==> config.mk <==
export PLATFORM = sky130hd
export DESIGN_NAME = dsid_top
export DESIGN_NICKNAME = d
export VERILOG_FILES = /design/src/core/dsid_pkg.sv /design/src/core/dsid_field_dec.sv /design/src/core/dsid_flag_upd.sv /design/src/core/dsid_top.sv
export VERILOG_INCLUDE_DIRS = /design/src /design/src/core
export SDC_FILE = /design/constraint.sdc
export NUM_CORES = 1
export LEC_CHECK = 0
export ABC_AREA = 1
export ABC_CLOCK_PERIOD_IN_PS = 3600
export BUFFER_PORTS_ARGS = -buffer_cell sky130_fd_sc_hd__buf_2
export CAP_MARGIN = 20
export CORE_MARGIN = 4
export CORE_UTILIZATION = 35
export DETAILED_ROUTE_END_ITERATION = 16
export GPL_TIMING_DRIVEN = 0
export PLACE_DENSITY = 0.6
export SLEW_MARGIN = 10
export SYNTH_ARGS = -nofsm -noshare
export SYNTH_HDL_FRONTEND = slang
export SYNTH_SLANG_ARGS = --single-unit
==> constraint.sdc <==
create_clock -name core_clk -period 3.6 [get_ports core_clk]
set_clock_uncertainty 0.05 [all_clocks]
set_input_delay 0.18 -clock core_clk [delete_from_list [all_inputs] [get_ports core_clk]]
set_output_delay 0.18 -clock core_clk [all_outputs]
set_load 0.01 [all_outputs]
==> src/core/dsid_regs.svh <==
// timing counts, field positions and fixed codes of the instruction decoder
`ifndef DSID_REGS_SVH
`define DSID_REGS_SVH
`define DSID_WORD_W        24
`define DSID_OPC_W         8
`define DSID_OPC_MSB       23
`define DSID_OPC_LSB       16
`define DSID_SECOND_OPC    8'h00
`define DSID_CYC_ONE       2'h1
`define DSID_CYC_TWO       2'h2
`define DSID_CYC_THREE     2'h3
`define DSID_BLANK_ONE     2'h1
`define DSID_BLANK_TWO     2'h2
`define DSID_LIT_BYTE_MAX  10'h0FF
`define DSID_WB_STEP       16'h0002
`endif

==> src/core/dsid_pkg.sv <==
// types shared by the instruction decoder files
`default_nettype none
package dsid_pkg;
  // coarse instruction class presented by the fetch side
  typedef enum logic [3:0] {
    DSID_CLS_PLAIN   = 4'h0,
    DSID_CLS_DOUBLE  = 4'h1,
    DSID_CLS_BRANCH  = 4'h2,
    DSID_CLS_LONGSW  = 4'h3,
    DSID_CLS_SKIP    = 4'h4,
    DSID_CLS_ADDACC  = 4'h5,
    DSID_CLS_ADD_WITH_CARRY_OP    = 4'h6,
    DSID_CLS_MAC     = 4'h7,
    DSID_CLS_FILEREG = 4'h8,
    DSID_CLS_BIT     = 4'h9,
    DSID_CLS_LIT     = 4'hA
  } dsid_cls_e;

  typedef enum logic [2:0] {
    DSID_ST_RUN  = 3'b001,
    DSID_ST_SEC  = 3'b010,
    DSID_ST_NOP  = 3'b100
  } dsid_state_e;

  // decoded operand fields
  typedef struct packed {
    logic [7:0] opcode;
    logic [3:0] base_reg_field;
    logic [3:0] source_reg_field;
    logic [3:0] dest_reg_field;
    logic [3:0] bit_select_field;
    logic [9:0] literal_ten_field;
    logic       lit_ok;
    logic       file_to_default_work_reg;
  } dsid_ops_s;

  // dsp operand fields
  typedef struct packed {
    logic       acc_sel;
    logic       pair_ok;
    logic [3:0] mul_a;
    logic [3:0] mul_b;
    logic [3:0] x_prefetch_addr;
    logic [1:0] x_dest;
    logic [3:0] y_prefetch_addr;
    logic [1:0] y_dest;
    logic [1:0] acc_writeback_dest;
  } dsid_dsp_s;

  // status flag image
  typedef struct packed {
    logic carry;
    logic digit_carry_flag;
    logic negative;
    logic overflow_flag;
    logic zero;
    logic acc_a_overflow_flag;
    logic acc_b_overflow_flag;
    logic acc_a_saturate_flag;
    logic acc_b_saturate_flag;
  } dsid_flags_s;
endpackage
`default_nettype wire

==> src/core/dsid_field_dec.sv <==
// combinational operand field extraction for one instruction word
`default_nettype none
`include "dsid_regs.svh"
module dsid_field_dec #(
  parameter int WORD_W = 24
) (
  // instruction word and mode
  input  wire logic [WORD_W-1:0]   word,
  input  wire logic                byte_mode,
  // decoded fields
  output dsid_pkg::dsid_ops_s      ops,
  output dsid_pkg::dsid_dsp_s      dsp
);
  import dsid_pkg::*;

  // general fields: opcode on top, registers below
  always_comb
  begin
    ops                          = '0;
    ops.opcode                   = word[`DSID_OPC_MSB:`DSID_OPC_LSB]; // [RULE1]
    ops.base_reg_field           = word[14:11];                       // [RULE9]
    ops.source_reg_field         = word[3:0];                         // [RULE9]
    ops.dest_reg_field           = word[10:7];                        // [RULE9]
    ops.bit_select_field         = word[15:12];                       // [RULE10]
    ops.literal_ten_field        = word[13:4];
    // byte mode only admits the low 256 values
    ops.lit_ok                   = !byte_mode || (word[13:4] <= `DSID_LIT_BYTE_MAX); // [RULE11]
    ops.file_to_default_work_reg = !word[13];                         // [RULE8]
  end

  // dsp fields: register pair, prefetches and write-back
  always_comb
  begin
    dsp                    = '0;
    dsp.acc_sel            = word[15];                                // [RULE12]
    dsp.mul_a              = {2'h1, word[12:11]};
    dsp.mul_b              = {2'h1, word[10:9]};
    // pairs must be ascending (square when equal), always within W4..W7
    dsp.pair_ok            = (word[12:11] <= word[10:9]);             // [RULE13]
    dsp.x_prefetch_addr    = word[8:5];                               // [RULE14]
    dsp.x_dest             = word[4:3];
    dsp.y_prefetch_addr    = word[17:14];                             // [RULE15]
    dsp.y_dest             = word[2:1];
    dsp.acc_writeback_dest = {word[0], word[13]};                     // [RULE16]
  end
endmodule
`default_nettype wire

==> src/core/dsid_flag_upd.sv <==
// status flag update for the add-class instructions
`default_nettype none
`include "dsid_regs.svh"
module dsid_flag_upd (
  // operands
  input  wire logic [15:0]         opa,
  input  wire logic [15:0]         opb,
  input  wire dsid_pkg::dsid_cls_e cls,
  input  wire logic                acc_sel,
  input  wire logic                acc_ovf,
  input  wire logic                acc_sat,
  input  wire dsid_pkg::dsid_flags_s cur,
  // results
  output logic [15:0]              sum,
  output dsid_pkg::dsid_flags_s    nxt
);
  import dsid_pkg::*;

  logic [16:0] full;
  logic [4:0]  nib;

  // carry-in only for add-with-carry
  always_comb
  begin
    full = {1'b0, opa} + {1'b0, opb} + {16'h0000, (cls == DSID_CLS_ADD_WITH_CARRY_OP) & cur.carry}; // [RULE18]
    nib  = {1'b0, opa[3:0]} + {1'b0, opb[3:0]} + {4'h0, (cls == DSID_CLS_ADD_WITH_CARRY_OP) & cur.carry};
    sum  = full[15:0];
    nxt  = cur;
    if (cls == DSID_CLS_ADD_WITH_CARRY_OP)
    begin
      // mcu flags only; dsp flags untouched
      nxt.carry            = full[16];                                   // [RULE18]
      nxt.digit_carry_flag = nib[4];
      nxt.negative         = full[15];
      nxt.overflow_flag    = (opa[15] == opb[15]) && (full[15] != opa[15]);
      nxt.zero             = (full[15:0] == 16'h0000);
    end
    else if (cls == DSID_CLS_ADDACC)
    begin
      // only the selected accumulator's overflow and saturate bits move
      if (acc_sel)
      begin
        nxt.acc_b_overflow_flag = acc_ovf;                               // [RULE17]
        nxt.acc_b_saturate_flag = acc_sat;
      end
      else
      begin
        nxt.acc_a_overflow_flag = acc_ovf;                               // [RULE17]
        nxt.acc_a_saturate_flag = acc_sat;
      end
    end
  end
endmodule
`default_nettype wire

==> src/core/dsid_top.sv <==
// instruction decode and cycle timing for the signal controller core
// Function
// [RULE1] single word is 24 bits, 8-bit opcode
// [RULE2] three instruction types take two words
// [RULE3] lone second word executes as no-op
// [RULE4] double-word instructions take two cycles
// [RULE5] single word: one cycle, two if taken
// [RULE6] listed control instructions take two/three cycles
// [RULE7] skip costs two or three cycles
// [RULE8] file ops: address plus file-or-W0 destination
// [RULE9] register fields select W0 to W15
// [RULE10] bit select is four bits, 0..15
// [RULE11] ten-bit literal: byte 0..255, word 0..1023
// [RULE12] dsp ops name accumulator A or B
// [RULE13] multiply pairs restricted to W4..W7 ascending
// [RULE14] x prefetch via W8/W9, dest W4..W7
// [RULE15] y prefetch via W10/W11, dest W4..W7
// [RULE16] write-back to W13 or [W13]+=2
// [RULE17] accumulator add moves only its overflow/saturate bits
// [RULE18] add with carry updates five mcu flags
// [RULE19] extra cycles suppress write-back, never stall fetch
`default_nettype none
`include "dsid_regs.svh"
module dsid_top #(
  parameter int WORD_W = 24
) (
  // clock and reset
  input  wire logic                core_clk,
  input  wire logic                rst_n,
  // fetch side
  input  wire logic                fetch_valid,
  input  wire logic [WORD_W-1:0]   fetch_word,
  input  wire dsid_pkg::dsid_cls_e fetch_cls,
  input  wire logic                byte_mode,
  input  wire logic                long_three,
  input  wire logic                cond_true,
  input  wire logic                next_is_double,
  // datapath side
  input  wire logic [15:0]         opa,
  input  wire logic [15:0]         opb,
  input  wire logic                acc_ovf,
  input  wire logic                acc_sat,
  // decoded outputs
  output dsid_pkg::dsid_ops_s      ops_r,
  output dsid_pkg::dsid_dsp_s      dsp_r,
  output dsid_pkg::dsid_flags_s    flags_r,
  output logic [15:0]              sum_r,
  output logic                     exec_en_r,
  output logic                     is_nop_r,
  output logic                     illegal_r,
  output logic [1:0]               cycles_r,
  output logic [15:0]              wb_step_r
);
  import dsid_pkg::*;

  dsid_ops_s   ops_c;
  dsid_dsp_s   dsp_c;
  dsid_flags_s flags_c;
  logic [15:0] sum_c;

  dsid_field_dec #(
    .WORD_W (WORD_W)
  ) u_dec (
    .word      (fetch_word),
    .byte_mode (byte_mode),
    .ops       (ops_c),
    .dsp       (dsp_c)
  );

  dsid_flag_upd u_flags (
    .opa     (opa),
    .opb     (opb),
    .cls     (fetch_cls),
    .acc_sel (dsp_c.acc_sel),
    .acc_ovf (acc_ovf),
    .acc_sat (acc_sat),
    .cur     (flags_r),
    .sum     (sum_c),
    .nxt     (flags_c)
  );

  dsid_state_e state_r;
  dsid_state_e state_nxt;
  logic [1:0]  nop_left_r;
  logic [1:0]  nop_left_nxt;
  dsid_ops_s   ops_nxt;
  dsid_dsp_s   dsp_nxt;
  dsid_flags_s flags_nxt;
  logic [15:0] sum_nxt;
  logic        exec_en_nxt;
  logic        is_nop_nxt;
  logic        illegal_nxt;
  logic [1:0]  cycles_nxt;
  logic [15:0] wb_step_nxt;
  logic        lone_second;

  // a word with zero opcode in run state is an orphan second word
  assign lone_second = (ops_c.opcode == `DSID_SECOND_OPC); // [RULE3]

  // sequencing: fetch never stalls, extra cycles just blank write-back
  always_comb
  begin
    state_nxt    = state_r;
    nop_left_nxt = nop_left_r;
    ops_nxt      = ops_r;
    dsp_nxt      = dsp_r;
    flags_nxt    = flags_r;
    sum_nxt      = sum_r;
    exec_en_nxt  = 1'b0;
    is_nop_nxt   = 1'b0;
    illegal_nxt  = 1'b0;
    cycles_nxt   = cycles_r;
    wb_step_nxt  = wb_step_r;
    if (fetch_valid)
    begin
      unique case (state_r)
        DSID_ST_RUN:
        begin
          ops_nxt     = ops_c;
          dsp_nxt     = dsp_c;
          wb_step_nxt = dsp_c.acc_writeback_dest[0] ? `DSID_WB_STEP : 16'h0000; // [RULE16]
          cycles_nxt  = `DSID_CYC_ONE;
          if (lone_second)
          begin
            is_nop_nxt = 1'b1; // [RULE3]
          end
          else
          begin
            exec_en_nxt = ops_c.lit_ok && !((fetch_cls == DSID_CLS_MAC) && !dsp_c.pair_ok);
            illegal_nxt = !exec_en_nxt;
            if (exec_en_nxt)
            begin
              flags_nxt = flags_c; // [RULE17] [RULE18]
              sum_nxt   = sum_c;
            end
            unique case (fetch_cls)
              DSID_CLS_DOUBLE:
              begin
                // second word is consumed as operand, not executed
                state_nxt  = DSID_ST_SEC; // [RULE2]
                cycles_nxt = `DSID_CYC_TWO; // [RULE4]
              end
              DSID_CLS_BRANCH:
              begin
                if (cond_true)
                begin
                  state_nxt    = DSID_ST_NOP; // [RULE5] [RULE19]
                  nop_left_nxt = `DSID_BLANK_ONE;
                  cycles_nxt   = `DSID_CYC_TWO;
                end
              end
              DSID_CLS_LONGSW:
              begin
                state_nxt    = DSID_ST_NOP; // [RULE6] [RULE19]
                nop_left_nxt = long_three ? `DSID_BLANK_TWO : `DSID_BLANK_ONE;
                cycles_nxt   = long_three ? `DSID_CYC_THREE : `DSID_CYC_TWO;
              end
              DSID_CLS_SKIP:
              begin
                if (cond_true)
                begin
                  state_nxt    = DSID_ST_NOP; // [RULE7] [RULE19]
                  nop_left_nxt = next_is_double ? `DSID_BLANK_TWO : `DSID_BLANK_ONE;
                  cycles_nxt   = next_is_double ? `DSID_CYC_THREE : `DSID_CYC_TWO;
                end
              end
              default:
              begin
                cycles_nxt = `DSID_CYC_ONE; // [RULE5]
              end
            endcase
          end
        end
        DSID_ST_SEC:
        begin
          // second cycle of a double-word instruction
          is_nop_nxt = 1'b0;
          state_nxt  = DSID_ST_RUN; // [RULE4]
        end
        DSID_ST_NOP:
        begin
          // already fetched word is discarded: write-back stays low
          is_nop_nxt   = 1'b1; // [RULE19]
          nop_left_nxt = nop_left_r - 2'h1;
          if (nop_left_r == 2'h1)
          begin
            state_nxt = DSID_ST_RUN;
          end
        end
      endcase
    end
  end

  // register stage
  always_ff @(posedge core_clk or negedge rst_n)
  begin
    if (!rst_n)
    begin
      state_r    <= DSID_ST_RUN;
      nop_left_r <= 2'h0;
      ops_r      <= '0;
      dsp_r      <= '0;
      flags_r    <= '0;
      sum_r      <= 16'h0000;
      exec_en_r  <= 1'b0;
      is_nop_r   <= 1'b0;
      illegal_r  <= 1'b0;
      cycles_r   <= 2'h0;
      wb_step_r  <= 16'h0000;
    end
    else
    begin
      state_r    <= state_nxt;
      nop_left_r <= nop_left_nxt;
      ops_r      <= ops_nxt;
      dsp_r      <= dsp_nxt;
      flags_r    <= flags_nxt;
      sum_r      <= sum_nxt;
      exec_en_r  <= exec_en_nxt;
      is_nop_r   <= is_nop_nxt;
      illegal_r  <= illegal_nxt;
      cycles_r   <= cycles_nxt;
      wb_step_r  <= wb_step_nxt;
    end
  end
endmodule
`default_nettype wire

==> results.md, run 1 <==
- Status: finished clean
- Post-Syn Instances: 546
- CP max-delay cell: nor3_1
- Relative slew slack: 45.6%
- YS warnings: 0
- Max cap viols: 0
- CP max FO: 3
- Num CTS Buffers: 9
- Synth Cell Area: 4040 µm²
- Final HPWL DP: 8.80 mm
- IO buf count: 157
- RSZ-0062 raised after global routing: no
- Worst EP arrival: 2730 ps
- Wirelength per Cell: 12.2 µm
- Crit-path cells: buf_2 > inv_1 > nand2_1 > nor3_1 > inv_1 > nor2_1 > fa_1 > fa_1 > nand2_1 > nand2_1 > nand3_1 > nand2_1 > nand2_1 > nand2_1 > nand2_1 > nand2_1 > nand3_1 > nor2_1 > nand2_1 > nand2_1
- Register area share after synthesis: 39.1%
- Final min period: 2510 ps
- Antenna cells: 0
- CP Capture Type: flip-flop
- Fmax: 398 MHz
- Initial Util: 36.5%
- P&R area growth vs syn: 33.4%
- Initial antenna violation count: 0
- Seq cells post-synth: 63
- Clk slew on worst S/H paths: 50 ps
- Largest net degree at the start of global routing: 64
- First-pass GRT wire length: 16.4 mm
- Sink Count: 63
- Slew @ Worst Pin: 817 ps
- Setup TNS: 0 ps
- Post-route insts no fill: 878
- Crit path setup slack, layout: 1090 ps
- Final Hold Viols: 0
- Row count: 38
- Post_cts resized: 0
- Clock Tree Buf Depth: 2
- Most used cell, CP: nand2_1
- Post-route DRC: 0
- Unique masters post-synth: 37
- First-iteration detailed-routing DRC count: 222
- Die Area: 13300 µm²
- Vias: 3906
- Layout cells sized above 1: 33.7%
- Cts hold-fix bufs: 3
- Die height: 115 µm
- CP max stage delay: 410 ps
- Core box area: 11100 µm²
- GP Congestion: 0.809
- CP Class: primary input to flip-flop
- Filler cells: 1148
- Power Dens Cells: 674 nW/µm²
- Die width: 115 µm
- Final Net Count: 822
- CTS H-tree lvls: 3
- Pins Over Slew Limit: 0
- Post-route ant nets: 0
- Top Ports: 175
- Routed wire length: 10.7 mm
- Grt ovf: 0
- CP Launch Type: primary input
- Root Buffer: clkbuf_16
- GRT Overall Usage: 15.5%
- TritonCTS clock tree: done
- Post-synth EDFFs: 0
- IR drop worst, VDD: 0.420 mV
- Final Cycle Share: 69.8%
- Vias in the first global route: 3536
- Hold_ws: 8.28 ps
- Static leakage: 3.19 nW
- Final setup violation count: 0
- DRT Pass-1 Iters: 5
- Worst Path Required: 3820 ps
- Placed cells: 859
- Worst hold path type: primary input to flip-flop
- Ys async rst share: 100%
- Syn_area_per_cell: 7.40 µm²
- Overall power: 3.63 mW
- Most used flip-flop cell after synthesis: dfrtp_1
- Vias per std cell: 4.45
- Post-CTS Setup Bufs: 0
- Worst-Skew Late Latency: 320 ps
- Pre-CTS WS: 709 ps
-- layer usage --
layer | track usage, % | vias to the layer above | wire (µm)
li1 | - | 2027 | -
met1 | 20.0 | 1714 | 4650
met2 | 26.4 | 153 | 4920
met3 | 2.92 | 12 | 1020
met4 | 5.09 | 0 | 142
met5 | 0 | - | 0
-- final timing paths --
check | from | to | slack (ps) | cells after the start
setup / recovery | fetch_cls[3] | flags_r[4] | 1090 | 20
hold / removal | fetch_word[1] | ops_r[21] | 8 | 3
setup reg to reg | flags_r[8] | flags_r[4] | 1100 | 16
hold reg to reg | ops_r[1] | ops_r[1] | 420 | 2
max in group asynchronous | rst_n | sum_r[15] | 2510 | 2
min in group asynchronous | rst_n | ops_r[32] | 410 | 2
-- flip-flops by register name, indices dropped and copies added, names as in the netlist --
register,cells
ops_r,24
state_r,3
sum_r,16
dsp_r,4
flags_r,9
cycles_r,2
nop_left_r,2
is_nop_r,1
illegal_r,1
exec_en_r,1
-- cell type report --
cell class              instances  area [µm²]  share of cell area (%)
multi-input cells             371        1840                    34.2
flip-flops and latches         63        1580                    29.3
repair buffers                160         818                    15.2
plain buffers                  56         410                    7.62
clock buffers                  13         280                    5.20
inverters                      72         272                    5.04
well taps                     140         175                    3.25
clock inverters                 3        15.0                   0.279
-- report_power, final --
group | leakage (nW) | switching [mW] | total (mW) | internal (mW)
combinational | 2.24 | 0.861 | 1.60 | 0.738
clock | 0.151 | 0.295 | 0.832 | 0.537
sequential | 0.791 | 0.205 | 1.20 | 0.998
total | 3.19 | 1.36 | 3.63 | 2.27
-- cells in the mapped netlist (3+ instances only) --
cell type | number | area [µm²]
nand2_1 | 182 | 683
inv_1 | 66 | 248
dfrtp_1 | 62 | 1550
buf_4 | 48 | 360
o21ai_0 | 36 | 180
nor2_1 | 30 | 113
nand3_1 | 25 | 125
ha_1 | 18 | 225
a21oi_1 | 14 | 70.1
a31oi_1 | 6 | 37.5
inv_2 | 5 | 18.8
nand2_2 | 5 | 31.3
nor3_1 | 5 | 25.0
buf_2 | 4 | 20.0
nand3b_1 | 4 | 30.0
nor2_2 | 4 | 25.0
o21ai_1 | 3 | 15.0
-- logic make-up after synthesis --
logic type / count (synthesis) / share of synthesized area [%]
AND/OR/NAND/NOR: 265 / 28.0
other: 1 / 0.0928
flip-flops: 63 / 39.1
XOR/XNOR: 3 / 0.650
adder cells (fa/ha/maj): 20 / 6.57
AO/OA/AOI/OAI: 66 / 8.76
buffers and inverters: 128 / 16.9
-- critical path, delay by kind of cell --
family        cells  cell delay (ps)
simple gates     15             1690
fa+ha+maj         2              530
buf+inv           3              300
-- stage by stage --
| step | utilization [%] | instance area [µm²] |
|---|---|---|
| final | 48.6 | 5390 |
| after global routing | 48.6 | 5390 |
| after CTS | 48.6 | 5390 |
| after detailed placement | 45.7 | 5060 |
| after global placement | 45.7 | 5060 |
| after floorplan | - | 4100 |
-- cells in the final DEF, fill, tap and decap left out --
master / count
o21ai_1: 3
nor3_1: 5
fa_1: 2
xor2_1: 2
nor2_4: 1
nor2_2: 4
inv_1: 66
clkinv_2: 4
xnor2_1: 1
inv_2: 5
or2_1: 1
nand2_2: 5
clkbuf_8: 4
o21ai_0: 36
dfstp_2: 1
clkbuf_16: 9
nand3_4: 2
nand3_1: 25
nand4_1: 2
buf_2: 160
conb_1: 17
nor2_1: 30
nand3b_1: 4
dfrtp_1: 62
nor4_1: 1
nor3_2: 1
o22ai_1: 2
nand2_4: 1
a22o_1: 1
dlygate4sd3_1: 3
o21a_1: 2
o21bai_1: 2
ha_1: 18
buf_6: 2
a31oi_1: 6
nand2_1: 182
or2_2: 1
clkbuf_1: 2
buf_4: 49
a21oi_1: 14
Power figures use the tool's default switching activity.
==> run 2: changes to the inputs <==
--- a/config.mk
+++ b/config.mk
@@ -7,7 +7,7 @@
 export NUM_CORES = 1
 export LEC_CHECK = 0
 export ABC_AREA = 1
-export ABC_CLOCK_PERIOD_IN_PS = 3600
+export ABC_CLOCK_PERIOD_IN_PS = 2600
 export BUFFER_PORTS_ARGS = -buffer_cell sky130_fd_sc_hd__buf_2
 export CAP_MARGIN = 20
 export CORE_MARGIN = 4
==> constraint.sdc (replaced) <==
create_clock -name core_clk -period 2.6 [get_ports core_clk]
set_clock_uncertainty 0.05 [all_clocks]
set_input_delay 0.13 -clock core_clk [delete_from_list [all_inputs] [get_ports core_clk]]
set_output_delay 0.13 -clock core_clk [all_outputs]
set_load 0.01 [all_outputs]
==> run 2 against run 1 <==
Against the previous run:
- non-clock buffer count rose by 11
- final area rose by 2.2%
- total power rose by 39%
- global-route usage rose by 0.24 points
- count of clock-buffer cells in the layout did not move
- core utilization rose by 1.1 points
- via count rose by 1.3%
- sequential share of layout area fell by 0.64 points
- clock power rose by 38%
- critical path depth fell by 4
- sequential power rose by 39%
- register-to-register slack got worse by 870 ps
- critical path type is now flip-flop to flip-flop
- highest routed layer unchanged
==> results.md, run 2 (same netlist as run 1, synthesis figures left out) <==
- Status: finished clean
- Root Buffer: clkbuf_16
- Die Area: 13300 µm²
- P&R area growth vs syn: 36.4%
- Reg2reg start: flags_r[8]
- CP Class: flip-flop to flip-flop
- Worst Path Required: 2770 ps
- Routed wire length: 11.0 mm
- Pins Over Slew Limit: 0
- Core box area: 11100 µm²
- Clock Tree Buf Depth: 2
- Max FFs per register: 24
- Final HPWL DP: 8.80 mm
- CP Capture Type: flip-flop
- DRT Pass-1 Iters: 5
- CTS H-tree lvls: 3
- FF/Latch Area: 1580 µm²
- RSZ-0062 raised after global routing: no
- Static leakage: 3.23 nW
- Initial antenna violation count: 0
- Grt ovf: 0
- Sink Count: 63
- Final Net Count: 833
- Hold Startpoint: fetch_word[21]
- Wire length on met3: 1.01 mm
- Final Hold Viols: 0
- Power Dens Cells: 917 nW/µm²
- Worst hold path type: primary input to flip-flop
- Row count: 38
- Post-route ant nets: 0
- Crit path from: flags_r[8]
- Worst EP arrival: 2540 ps
- Post-CTS Setup Bufs: 0
- Worst-Skew Late Latency: 320 ps
- Final min period: 2370 ps
- Layout cells sized above 1: 33.6%
- Top Ports: 175
- Num CTS Buffers: 9
- Biggest register: ops_r
- Vias in the first global route: 3606
- Regs by FF count: ops_r x24, sum_r x16, flags_r x9
- Die height: 115 µm
- Fmax: 421 MHz
- Area of the multi-input gates: 1850 µm²
- Post-layout util: 49.7%
- Commonest cells after routing, fill and taps aside: nand2_1, buf_2, inv_1, dfrtp_1, buf_4
- IR drop worst, VDD: 0.582 mV
- Largest net degree at the start of global routing: 64
- Final Cycle Share: 91.3%
- Met2 WL post-DR: 5.09 mm
- Vias: 3958
- CP max FO: 3
- GRT Overall Usage: 15.8%
- Post-route DRC: 0
- Metal-1 WL: 4.73 mm
- IO buf count: 157
- Initial Util: 36.5%
- Antenna cells: 0
- Max layer used: met4
- GP Congestion: 0.809
- Slew @ Worst Pin: 807 ps
- Relative slew slack: 46.2%
- Max cap viols: 0
- Post-route insts no fill: 889
- First-iteration detailed-routing DRC count: 218
- Filler cells: 1135
- R2r setup slk: 230 ps
- Most common cell after layout, fill and taps aside: nand2_1
- Setup TNS: 0 ps
- Vias per std cell: 4.45
- TritonCTS clock tree: done
- CP Launch Type: flip-flop
- First-pass GRT wire length: 16.7 mm
- Wirelength per Cell: 12.3 µm
- Final setup violation count: 0
- Clk slew on worst S/H paths: 50 ps
- Die width: 115 µm
- Placed cells: 859
-- run 2: cell types whose count changed in the layout (fill, tap and decap cells not counted) --
cell	delta
fa_2	+2
fa_1	-2
dlygate4sd3_1	+11
nor3_1	-1
nor3_2	+1
-- run 2: timing repair --
| item | CTS | global route |
|---|---|---|
| hold buffers | 14 | 0 |
| hold endpoints to repair | 76 | 0 |
| gates resized for setup | 0 | 3 |
| endpoints found under the setup margin | 0 | 2 |
-- run 2: worst max-delay path: stages (launching register included) --
cell	delay [ps]
dfrtp_1	390
inv_1	60
nor2_1	70
fa_2	380
fa_2	380
nand2_1	80
nand2_1	90
nand3_1	110
nand2_1	100
nand2_1	100
nand2_1	60
nand2_1	80
nand2_1	90
nand3_1	90
nor2_1	40
nand2_1	50
nand2_1	40
-- run 2: per-stage QoR --
step           instance area [µm²]  worst slack, ps  power (mW)  hold slack, ps
2_1_floorplan                 4100              349        3.01            -216
3_3_place_gp                  5060             -210        3.87             285
3_5_place_dp                  5060             -241        3.93             226
4_1_cts                       5500             77.4        5.11            29.1
5_1_grt                       5510             63.0        5.43            46.9
6_report                      5510              226        5.05            35.1
-- run 2: final timing paths --
path / end / depth (start not counted)
hold / removal: ops_r[33] / 3
hold reg to reg: ops_r[1] / 2
min in group asynchronous: ops_r[3] / 2
setup / recovery: flags_r[4] / 16
max in group asynchronous: ops_r[25] / 2
setup reg to reg: flags_r[4] / 16
-- run 2: metal layers --
metal,vias to the layer above,global-route usage [%]
li1,2047,-
met1,1742,20.1
met2,157,27.1
met3,12,2.77
met4,0,5.09
met5,-,0
-- run 2: area by class of cell --
cell class	count	area share, %
multi-input combinational	371	33.6
inverter	72	4.93
tap	140	3.18
sequential	63	28.6
clock buffer	13	5.09
buffer	56	7.45
clock inverter	3	0.273
timing repair buffer	171	16.9
-- run 2: report_power, final --
group / switching, mW / total (mW) / leakage (nW) / internal (mW)
clock network: 0.408 / 1.15 / 0.151 / 0.743
logic: 1.20 / 2.24 / 2.29 / 1.03
registers: 0.284 / 1.67 / 0.791 / 1.38
==> run 3: changes to the inputs <==
--- a/config.mk
+++ b/config.mk
@@ -10,11 +10,13 @@
 export ABC_CLOCK_PERIOD_IN_PS = 2600
 export BUFFER_PORTS_ARGS = -buffer_cell sky130_fd_sc_hd__buf_2
 export CAP_MARGIN = 20
+export CELL_PAD_IN_SITES_DETAIL_PLACEMENT = 0
+export CELL_PAD_IN_SITES_GLOBAL_PLACEMENT = 1
 export CORE_MARGIN = 4
-export CORE_UTILIZATION = 35
+export CORE_UTILIZATION = 33
 export DETAILED_ROUTE_END_ITERATION = 16
 export GPL_TIMING_DRIVEN = 0
-export PLACE_DENSITY = 0.6
+export PLACE_DENSITY = 0.78
 export SLEW_MARGIN = 10
 export SYNTH_ARGS = -nofsm -noshare
 export SYNTH_HDL_FRONTEND = slang
==> run 3 against run 2 <==
Against the previous run:
- maximum frequency decreased by 0.88%
- final area decreased by 0.48%
- first-iteration DRC count increased by 14%
- non-clock buffer count decreased by 2
- clock power about the same
- sequential share of layout area increased by 0.14 points
- critical endpoint unchanged
- via count decreased by 0.81%
- sequential power about the same
- total power decreased by 0.64%
- die area increased by 5.6%
- wire length increased by 0.73%
==> results.md, run 3 (same netlist as run 1, synthesis figures left out) <==
- CP Capture Type: flip-flop
- Max FFs per register: 24
- CP max FO: 3
- P&R area growth vs syn: 35.7%
- NetSw: 1.87 mW
- Final setup violation count: 0
- Vias: 3926
- Sink Count: 63
- Vias in the first global route: 3731
- Busiest layer in global routing: met2
- Clock Tree Buf Depth: 2
- Most common cell after layout, fill and taps aside: nand2_1
- Slew @ Worst Pin: 820 ps
- Pins Over Slew Limit: 0
- Biggest register: ops_r
- Num CTS Buffers: 9
- GRT met1 Usage: 20.0%
- Regs by FF count: ops_r x24, sum_r x16, flags_r x9
- Core box area: 12000 µm²
- TritonCTS clock tree: done
- Relative slew slack: 45.4%
- Crit path from: flags_r[8]
- Largest net degree at the start of global routing: 64
- CTS H-tree lvls: 3
- CP Launch Type: flip-flop
- Row count: 40
- Worst hold path type: primary input to flip-flop
- CP Class: flip-flop to flip-flop
- Hold Startpoint: fetch_word[9]
- Antenna cells: 0
- Grt ovf: 0
- RSZ-0062 raised after global routing: no
- Setup TNS: 0 ps
- Die height: 119 µm
- Comb power frac: 44.5%
- Clk pwr share: 22.3%
- Layout cells sized above 1: 33.0%
- DRT Pass-1 Iters: 4
- Final HPWL DP: 9.02 mm
- Met3 usage: 2.78%
- Fmax: 418 MHz
- Filler cells: 1226
- GP Congestion: 0.805
- Routed wire length: 11.0 mm
- Vias per std cell: 4.40
- Int Power: 3.15 mW
- Commonest cells after routing, fill and taps aside: nand2_1, buf_2, inv_1, dfrtp_1, buf_4
- First-iteration detailed-routing DRC count: 248
- Worst-Skew Late Latency: 320 ps
- First-pass GRT wire length: 18.0 mm
- Final Hold Viols: 0
- Hold_ws: 4.86 ps
- Top Ports: 175
- GRT Overall Usage: 15.6%
- Initial Util: 33.6%
- Worst Path Required: 2760 ps
- Reg2reg start: flags_r[8]
- Root Buffer: clkbuf_16
- Max cap viols: 0
- Power Dens Cells: 916 nW/µm²
- IO buf count: 157
- Final Net Count: 831
- Initial antenna violation count: 0
- Worst EP arrival: 2560 ps
- Clk slew on worst S/H paths: 50 ps
- Static leakage: 3.20 nW
- Post-route DRC: 0
- Sw frac: 37.2%
- IR drop worst, VDD: 0.363 mV
- Met2 Use GR: 26.0%
- Wirelength per Cell: 12.4 µm
- Final min period: 2400 ps
- Post-route ant nets: 0
- Die width: 119 µm
- Die Area: 14100 µm²
- Final Cycle Share: 92.1%
- Status: finished clean
- Flop pwr share: 33.1%
run 3: cell types whose count changed in the layout (fill, tap and decap cells not counted), sizes merged:
cell,delta
clkbuf,+1
clkinv,-3
bufinv,+1
dlygate4sd3,-2
run 3: through the flow:
stage	setup slack [ps]	instance area, µm²	utilization [%]	instances	power [mW]
after floorplan	349	4100	-	562	3.01
after CTS	8.50	5470	45.5	893	5.08
after global placement	-275	5070	42.2	866	3.87
after detailed placement	-326	5070	42.2	866	3.93
after global routing	21.3	5480	45.6	893	5.41
final	205	5480	45.6	893	5.02
run 3: worst max-delay path, cell delays in order (launching register included):
cell and delay, ps:
dfrtp_1 400, inv_1 70, nor2_1 70, fa_2 380
fa_2 380, nand2_1 90, nand2_1 80, nand3_1 100
nand2_1 100, nand2_1 110, nand2_1 60, nand2_1 80
nand2_1 90, nand3_1 90, nor2_1 40, nand2_1 50
nand2_1 40
run 3: per-layer routing:
layer  vias up  wire, µm
met5         -         0
met4         0       173
met3        12       769
met2       140      5080
met1      1733      5020
li1       2041         -
run 3: what timing repair did:
item                                   4_1_cts  5_1_grt
endpoints found under the hold margin       74        0
resized for setup                            0        4
hold buffers                                12        0
setup endpoints to repair                    0        4
buffers inserted                             0        0
run 3: final timing paths:
kind / slack [ps] / depth (start not counted) / endpoint
setup / recovery: 200 / 16 / flags_r[4]
hold / removal: 5 / 3 / ops_r[18]
setup reg to reg: 200 / 16 / flags_r[4]
hold reg to reg: 430 / 2 / sum_r[1]
max in group asynchronous: 1550 / 2 / ops_r[2]
min in group asynchronous: 390 / 2 / ops_r[28]
run 3: area by class of cell:
cell class | count | area [µm²] | area share, %
Tap cell | 147 | 184 | 3.35
Clock inverter | 1 | 30.0 | 0.548
Buffer | 56 | 410 | 7.49
Sequential cell | 63 | 1580 | 28.8
Clock buffer | 14 | 244 | 4.45
Timing Repair Buffer | 169 | 908 | 16.6
Multi-Input combinational cell | 371 | 1860 | 33.9
Inverter | 72 | 272 | 4.95
run 3: power by group through the flow:
stage	Clock (mW)	Combinational (mW)	Sequential, mW
6_report	1.12	2.24	1.66
5_1_grt	1.19	2.50	1.72
4_1_cts	1.15	2.27	1.67
3_5_place_dp	0	2.25	1.68
3_3_place_gp	0	2.22	1.66
2_1_floorplan	0	1.20	1.80
